$ cat src/rtl/reset_cause_consts.vh
/*
  Constants for the reset cause and pin interrupt control block:
  register offsets, field positions, reset values and timing.
  Assumes inclusion by bare name from the design files of this block.
*/
`ifndef RESET_CAUSE_CONSTS_VH
`define RESET_CAUSE_CONSTS_VH

// ----------------------------------------
// Register offsets
// ----------------------------------------
`define PIN_CTRL_ADDR 4'h0
`define RESET_CAUSE_ADDR 4'h1

// ----------------------------------------
// Pin interrupt control fields
// ----------------------------------------
`define PIN_PULL_DIS_BIT 6
`define PIN_POLARITY_BIT 5
`define PIN_FUNC_EN_BIT 4
`define PIN_FLAG_BIT 3
`define PIN_ACK_BIT 2
`define PIN_INT_EN_BIT 1
`define PIN_MODE_BIT 0
`define PIN_CTRL_RST 8'h00

// ----------------------------------------
// Reset cause fields
// ----------------------------------------
`define CAUSE_POWER_ON_BIT 7
`define CAUSE_EXT_PIN_BIT 6
`define CAUSE_WATCHDOG_BIT 5
`define CAUSE_BAD_OPCODE_BIT 4
`define CAUSE_BAD_ADDRESS_BIT 3
`define CAUSE_LOW_VOLTAGE_BIT 1
`define CAUSE_POWER_ON_VAL 8'h82
`define CAUSE_LOW_VOLTAGE_VAL 8'h02
`define CAUSE_DEBUG_VAL 8'h00
`define CAUSE_IMPL_MASK 8'hfa

// ----------------------------------------
// Timing
// ----------------------------------------
`define CLK_PERIOD_NS 8
`define RST_HOLD_NS 128

`endif

$ cat src/rtl/reset_cause_and_pin_irq_ctrl.v
/*
  Reset cause status and external pin interrupt control registers.
  Assumes rst_n is the power-on reset of this block, all inputs are
  synchronous to sys_clk, and the chip resets itself from sys_reset_req.
*/
// Added by the designer: the address-and-strobe port and the register addresses.
// Operation
// - Writing one to acknowledge clears the pin flag; zero ignored; reads zero.
// - In level mode acknowledge cannot clear flag while pin stays asserted.
// - Interrupt enable one requests interrupt while flag set; zero means polling.
// - Mode bit zero detects edges only; one detects edges and levels.
// - Polarity select sets polarity of edges and levels in both modes.
// - Cause register holds read-only flags for the most recent reset source.
// - Debug forced reset clears every cause flag; a low-voltage reset in the same cycle still sets its flag here.
// - Any write to cause register restarts watchdog, contents unchanged.
// - Power-on sets power-on and low-voltage flags; low-voltage sets only its flag.
// - Other resets set flags of sources active at entry; clear power-on and low-voltage.
// - External pin flag set when reset came from low level on reset pin.
// - Watchdog flag set on watchdog timeout; source blocked while watchdog disabled.
// - Bad opcode flag on unimplemented opcode, disallowed stop or debug halt.
// - Bad address flag on access to unimplemented memory address.
// - Low-voltage trip with reset enable resets and sets low-voltage flag.
// - Pin event flag is read-only and sets on a qualifying pin event.
// - Polarity zero selects falling or low; one selects rising or high.
// - Pin event detection works only while pin function enable is one.
`timescale 1ns/1ps
`include "reset_cause_consts.vh"

module reset_cause_and_pin_irq_ctrl (
  input wire sys_clk,
  input wire rst_n,
  input wire [3:0] addr,
  input wire [7:0] wdata,
  input wire wr_en,
  input wire rd_en,
  output reg [7:0] rdata,
  input wire irq_pin_in,
  output wire pin_irq_req,
  output wire pin_pull_dis,
  input wire ext_reset_pin_n,
  input wire watchdog_timeout,
  input wire watchdog_en,
  input wire bad_opcode_exec,
  input wire stop_exec,
  input wire stop_allow,
  input wire halt_to_debug_instr,
  input wire halt_to_debug_instr_mode_en,
  input wire bad_address_access,
  input wire low_voltage_trip,
  input wire low_voltage_reset_en,
  input wire debug_force_reset,
  output reg watchdog_clear,
  output wire sys_reset_req
);

  // ----------------------------------------
  // States and timing
  // ----------------------------------------
  localparam [1:0] ST_RUN = 2'b01;
  localparam [1:0] ST_HOLD = 2'b10;
  localparam integer HOLD_CYC_INT = (`RST_HOLD_NS + `CLK_PERIOD_NS - 1) / `CLK_PERIOD_NS;
  localparam [7:0] HOLD_CYC = HOLD_CYC_INT[7:0];

  // ----------------------------------------
  // Declarations
  // ----------------------------------------
  reg [1:0] state_ff;
  reg [1:0] nxt_state;
  reg [7:0] hold_cnt_ff;
  reg [7:0] nxt_hold_cnt;
  reg [7:0] cause_ff;
  reg [7:0] nxt_cause;
  reg pull_dis_ff;
  reg polarity_ff;
  reg func_en_ff;
  reg int_en_ff;
  reg level_mode_ff;
  reg [7:0] nxt_rdata;
  wire pin_event_flag;
  wire ctrl_wr;
  wire cause_wr;
  wire ack_pulse;
  wire src_ext_pin;
  wire src_watchdog;
  wire src_bad_opcode;
  wire src_bad_address;
  wire src_low_voltage;
  wire any_source;
  wire in_run;
  wire chip_reset;

  // ----------------------------------------
  // Bus decode
  // ----------------------------------------
  assign ctrl_wr = wr_en & (addr == `PIN_CTRL_ADDR);
  assign cause_wr = wr_en & (addr == `RESET_CAUSE_ADDR);
  assign ack_pulse = ctrl_wr & wdata[`PIN_ACK_BIT];

  // ----------------------------------------
  // Reset sources
  // ----------------------------------------
  assign src_ext_pin = ~ext_reset_pin_n;
  assign src_watchdog = watchdog_timeout & watchdog_en;
  assign src_bad_opcode = bad_opcode_exec
                        | (stop_exec & ~stop_allow)
                        | (halt_to_debug_instr & ~halt_to_debug_instr_mode_en);
  assign src_bad_address = bad_address_access;
  assign src_low_voltage = low_voltage_trip & low_voltage_reset_en;

  assign any_source = src_ext_pin
                    | src_watchdog
                    | src_bad_opcode
                    | src_bad_address
                    | src_low_voltage
                    | debug_force_reset;

  assign in_run = (state_ff == ST_RUN);

  // ----------------------------------------
  // Reset sequencer
  // ----------------------------------------
  always @* begin
    nxt_state = state_ff;
    nxt_hold_cnt = hold_cnt_ff;
    case (state_ff)
      ST_RUN: begin
        if (any_source) begin
          nxt_state = ST_HOLD;
          nxt_hold_cnt = HOLD_CYC;
        end
      end
      ST_HOLD: begin
        if (hold_cnt_ff != 8'h00) begin
          nxt_hold_cnt = hold_cnt_ff - 8'h01;
        end else if (ext_reset_pin_n) begin
          nxt_state = ST_RUN;
        end
      end
      default: begin
        nxt_state = ST_HOLD;
        nxt_hold_cnt = HOLD_CYC;
      end
    endcase
  end

  always @(posedge sys_clk) begin
    if (!rst_n) begin
      state_ff <= ST_HOLD;
      hold_cnt_ff <= HOLD_CYC;
    end else begin
      state_ff <= nxt_state;
      hold_cnt_ff <= nxt_hold_cnt;
    end
  end

  assign sys_reset_req = ~in_run;
  assign chip_reset = ~in_run;

  // ----------------------------------------
  // Reset cause capture at reset entry
  // ----------------------------------------
  always @* begin
    nxt_cause = cause_ff;
    if (in_run && any_source) begin
      if (src_low_voltage) begin
        nxt_cause = `CAUSE_LOW_VOLTAGE_VAL;
      end else if (debug_force_reset) begin
        nxt_cause = `CAUSE_DEBUG_VAL;
      end else begin
        nxt_cause = 8'h00;
        nxt_cause[`CAUSE_EXT_PIN_BIT] = src_ext_pin;
        nxt_cause[`CAUSE_WATCHDOG_BIT] = src_watchdog;
        nxt_cause[`CAUSE_BAD_OPCODE_BIT] = src_bad_opcode;
        nxt_cause[`CAUSE_BAD_ADDRESS_BIT] = src_bad_address;
      end
    end
  end

  always @(posedge sys_clk) begin
    if (!rst_n) begin
      cause_ff <= `CAUSE_POWER_ON_VAL;
    end else begin
      cause_ff <= nxt_cause & `CAUSE_IMPL_MASK;
    end
  end

  // ----------------------------------------
  // Watchdog restart on cause register write
  // ----------------------------------------
  always @(posedge sys_clk) begin
    if (!rst_n) begin
      watchdog_clear <= 1'b0;
    end else begin
      watchdog_clear <= cause_wr;
    end
  end

  // ----------------------------------------
  // Pin interrupt control register
  // ----------------------------------------
  always @(posedge sys_clk) begin
    if (!rst_n || chip_reset) begin
      pull_dis_ff <= 1'b0;
      polarity_ff <= 1'b0;
      func_en_ff <= 1'b0;
      int_en_ff <= 1'b0;
      level_mode_ff <= 1'b0;
    end else if (ctrl_wr) begin
      pull_dis_ff <= wdata[`PIN_PULL_DIS_BIT];
      polarity_ff <= wdata[`PIN_POLARITY_BIT];
      func_en_ff <= wdata[`PIN_FUNC_EN_BIT];
      int_en_ff <= wdata[`PIN_INT_EN_BIT];
      level_mode_ff <= wdata[`PIN_MODE_BIT];
    end
  end

  assign pin_pull_dis = pull_dis_ff;

  // ----------------------------------------
  // Pin event detector
  // ----------------------------------------
  pin_event_detect u_pin_event_detect (
    .sys_clk(sys_clk),
    .rst_n(rst_n & in_run),
    .pin_in(irq_pin_in),
    .pin_func_en(func_en_ff),
    .pin_polarity_sel(polarity_ff),
    .pin_detect_level_mode(level_mode_ff),
    .pin_event_ack(ack_pulse),
    .pin_event_flag(pin_event_flag)
  );

  assign pin_irq_req = int_en_ff & pin_event_flag;

  // ----------------------------------------
  // Read data, one cycle after the strobe
  // ----------------------------------------
  always @* begin
    nxt_rdata = 8'h00;
    if (rd_en) begin
      case (addr)
        `PIN_CTRL_ADDR: begin
          nxt_rdata[`PIN_PULL_DIS_BIT] = pull_dis_ff;
          nxt_rdata[`PIN_POLARITY_BIT] = polarity_ff;
          nxt_rdata[`PIN_FUNC_EN_BIT] = func_en_ff;
          nxt_rdata[`PIN_FLAG_BIT] = pin_event_flag;
          nxt_rdata[`PIN_ACK_BIT] = 1'b0;
          nxt_rdata[`PIN_INT_EN_BIT] = int_en_ff;
          nxt_rdata[`PIN_MODE_BIT] = level_mode_ff;
        end
        `RESET_CAUSE_ADDR: begin
          nxt_rdata = cause_ff & `CAUSE_IMPL_MASK;
        end
        default: begin
          nxt_rdata = 8'h00;
        end
      endcase
    end
  end

  always @(posedge sys_clk) begin
    if (!rst_n) begin
      rdata <= 8'h00;
    end else begin
      rdata <= nxt_rdata;
    end
  end

endmodule // reset_cause_and_pin_irq_ctrl

$ cat src/rtl/pin_event_detect.v
/*
  Pin event detector with sticky event flag.
  Assumes the pin input is synchronous to sys_clk.
*/
`timescale 1ns/1ps

module pin_event_detect (
  input wire sys_clk,
  input wire rst_n,
  input wire pin_in,
  input wire pin_func_en,
  input wire pin_polarity_sel,
  input wire pin_detect_level_mode,
  input wire pin_event_ack,
  output reg pin_event_flag
);

  // ----------------------------------------
  // Edge and level qualification
  // ----------------------------------------
  reg asserted_prev_ff;
  wire asserted;
  wire edge_seen;
  wire pin_event;

  // Polarity one means high level or rising edge
  assign asserted = pin_polarity_sel ? pin_in : ~pin_in;
  assign edge_seen = asserted & ~asserted_prev_ff;
  assign pin_event = pin_func_en & (edge_seen | (pin_detect_level_mode & asserted));

  always @(posedge sys_clk) begin
    if (!rst_n) begin
      asserted_prev_ff <= 1'b0;
    end else begin
      asserted_prev_ff <= asserted;
    end
  end

  // ----------------------------------------
  // Sticky flag, set wins over acknowledge
  // ----------------------------------------
  always @(posedge sys_clk) begin
    if (!rst_n) begin
      pin_event_flag <= 1'b0;
    end else if (pin_event) begin
      pin_event_flag <= 1'b1;
    end else if (pin_event_ack) begin
      pin_event_flag <= 1'b0;
    end
  end

endmodule // pin_event_detect

$ cat config.mk
export PLATFORM = sky130hd
export DESIGN_NAME = reset_cause_and_pin_irq_ctrl
export DESIGN_NICKNAME = d
export VERILOG_FILES = /design/src/rtl/reset_cause_and_pin_irq_ctrl.v /design/src/rtl/pin_event_detect.v
export VERILOG_INCLUDE_DIRS = /design/src /design/src/rtl
export SDC_FILE = /design/constraint.sdc
export NUM_CORES = 1
export LEC_CHECK = 0
export BUFFER_PORTS_ARGS = -buffer_cell sky130_fd_sc_hd__buf_2
export CORE_ASPECT_RATIO = 1.1
export CORE_MARGIN = 2
export CORE_UTILIZATION = 49
export DETAILED_ROUTE_END_ITERATION = 8
export PLACE_DENSITY = 0.77
export SETUP_SLACK_MARGIN = 0.4
export SYNTH_ARGS = -nofsm -noshare
export SYNTH_HDL_FRONTEND = slang
export SYNTH_SLANG_ARGS = --single-unit
$ cat constraint.sdc
create_clock -name sys_clk -period 2.2 [get_ports sys_clk]
set_clock_uncertainty 0.1 [all_clocks]
set_input_delay 0.44 -clock sys_clk [delete_from_list [all_inputs] [get_ports sys_clk]]
set_output_delay 0.44 -clock sys_clk [all_outputs]
set_load 0.005 [all_outputs]
==> summary.txt <==
Clock tree
  • CTS H-tree depth: 2
  • CTS tree: done
  • Num CTS Buffers: 5
  • Clock tree sinks: 31
  • Clock root buffer master: clkbuf_4
  • Clock Pin Slew Worst Setup and Hold Paths: about 100 ps
  • Max clock buf depth: 2
  • Clk_lat worst skew: ~330 ps
  • Hold_buf cts: 0

GRT
  • Initial antenna violation count: 0
  • Largest net degree at the start of global routing: 14
  • Vias in the first global route: about 1.2k
  • Remaining global-route overflow: 0
  • M1 GR Usage: 0.269
  • Layer with the highest usage: met2
  • First-pass GRT wire length: ~5300 um
  • Met3 GRT Util: 0.0761
  • GRT Util Overall: 0.231
  • Grt met2 use: 0.399

Timing
  • Final Cycle Share: 0.916
  • Final TNS setup: 0 ps
  • Tmin final: 2010 ps
  • Final Max Tran Viols: 0
  • Final setup fails: 0
  • Worst hold margin: between 200 and 250 ps
  • Final hold vios: 0
  • Max Clock Freq: 496 MHz
  • RSZ-0062 raised after global routing: true
  • Setup ws final: between 150 and 200 ps

Flow run
  • MaxCap Viol Count: 0

Setup path
  • Maximum fanout along the worst path: 5
  • CP Capture Type: flip-flop
  • Critical path type: flip-flop to flip-flop
  • Crit path required time: about 2400 ps
  • Startpoint Class: flip-flop
  • Worst EP arrival: about 2200 ps

Placed design
  • Area post-placement: ~0.0016 mm2
  • Post-DP HPWL: between 2000 and 2500 um
  • GP Congestion: 0.822
  • # port buffers: 37
  • Placed cell count: ~220
  • Dpl ws: approximately 260 ps

Status
  • Outcome: complete, no violations

Detailed routing
  • Via count: roughly 1.3k
  • Wire per inst: roughly 14 um
  • Initial DRC Count: 35
  • Post-DRT Antenna Nets: 0
  • DR pass1 iterations: 4
  • DRC violation count after routing: 0
  • Routed WL: 3400 um
  • Vias/cell: roughly 5.6

Logic synthesis
  • Mean Syn Cell Area: between 9 and 10 um2
  • Area contributors post-synth: dfxtp_1 47%, a21oi_1 4.9%, nand2_1 4.5%, a22oi_1 3.9%, nor2_1 3.4%
  • Top-count cell post-synth: dfxtp_1
  • Distinct cell type count after synthesis: 39
  • Syn nets: roughly 180
  • Top cell type's share of synthesized area: 0.466
  • Sequential share of the synthesized area: 0.466
  • Yosys top cell by area: dfxtp_1
  • Commonest cells post-synth: 31 x dfxtp_1, 16 x nand2_1, 13 x a21oi_1
  • Synth Register Bits: 31
  • Ys flop type: dfxtp_1
  • Post-synth EDFFs: 0
  • Post-Syn Instances: around 150
  • Post-Synthesis Cell Area: 0.00133 mm2
  • FFs w/ async S/R, synth: 0
  • Synth Warn #: 0

Pwr
  • PnR Total Power: about 1.7 mW
  • Sequential power share: 0.411
  • Max VDD drop: a little over 700 uV
  • Power per cell area: roughly 900 mW/mm2
  • P_int: 1.14 mW
  • Switch share: 0.311
  • Sw power: between 500 and 600 uW
  • Leak: ~0.76 nW
  • Clk pwr share: 0.231
  • Combinational Power Share: 0.358

Floorplan
  • DIE AREA: ~0.0032 mm2
  • Core Region: between 0.002 and 0.003 mm2
  • Chip width: roughly 54 um
  • Die height: 58.7 um
  • Starting Density: 0.524
  • Num rows: 19
  • Ports: 41

Layout
  • Finished Layout Cells: 235
  • Design area: about 0.0018 mm2
  • Layout fillers: about 200
  • Layout cells sized above 1: 0.436
  • Fin nets: between 200 and 250
  • Util after Layout: 0.705
  • Diodes inserted: 0
  • Area Growth Syn to Fin: 34.6%

Worst hold path
  • Worst hold path class: input pin to flip-flop
## per-layer routing
layer	part of all wire	wire (um)
met1	0.41	1380
met2	0.53	1810
met4	0.010	34
met5	0	0
met3	0.050	171
## critical path, cell delays in order, from the launching register on
cell	delay, ps
dfxtp_2	330
or4_4	570
or4_4	490
o211ai_4	110
buf_4	140
o21ai_2	50
a21oi_2	140
## registers in the layout, summed over array words and instances, names as in the netlist
signal and count:
int_en_ff 1, u_pin_event_detect.asserted_prev_ff 1, cause_ff 6, polarity_ff 1
pin_pull_dis 1, u_pin_event_detect.pin_event_flag 1, level_mode_ff 1, hold_cnt_ff 8
rdata 7, watchdog_clear 1, func_en_ff 1, state_ff 2
## layout make-up
class	instances	area, um2	share of cell area
repair buffers	52	298	0.166
well taps	31	38.8	0.0216
clock buffers	8	68.8	0.0384
inverters	5	18.8	0.0105
multi-input cells	108	741	0.413
flip-flops and latches	31	629	0.351
## placed cells by master (no fill, tap or decap), drive strengths merged, types with 3 or more instances in the layout
master	instances
nand3	6
nor2	12
dfxtp	31
clkbuf	8
xnor2	3
nand2	16
buf	52
a22oi	7
nor2b	3
or2b	4
o21ai	7
or4	4
nor4	3
a21oi	13
or3	5
inv	5
## power by group through the flow
| stage | Clock [mW] | Combinational [mW] | Sequential [mW] |
|---|---|---|---|
| after detailed placement | 0 | 0.389 | 0.694 |
| final | 0.381 | 0.592 | 0.680 |
| after CTS | 0.378 | 0.496 | 0.674 |
| after global routing | 0.412 | 0.641 | 0.686 |
| after floorplan | 0 | 0.315 | 0.675 |
| after global placement | 0 | 0.369 | 0.688 |
## path summary, 6_finish.rpt
check | from | endpoint | cells past startpoint | slack (ps)
hold reg to reg | cause_ff[7] | cause_ff[7] | 2 | 350
setup / recovery | hold_cnt_ff[5] | hold_cnt_ff[6] | 6 | 190
hold / removal | wdata[1] | int_en_ff | 3 | 250
setup reg to reg | hold_cnt_ff[5] | hold_cnt_ff[6] | 6 | 190
## logic make-up (layout without fill, tap and decap cells)
logic type	Yosys count	count (layout)	share of synthesized area
simple gates	68	68	0.291
compound gates	33	34	0.168
flops	31	31	0.466
buf+inv	10	65	0.0338
xor+xnor	3	3	0.0197
fa+ha+maj	2	2	0.0188
other cells	1	1	0.00281
## repair_timing
action,4_1_cts,5_1_grt
setup buffers,6,4
pin swaps,4,6
resized for setup,11,9
cloned,1,0
setup endpoints to repair,9,9
(Power assumes the default switching activity.)
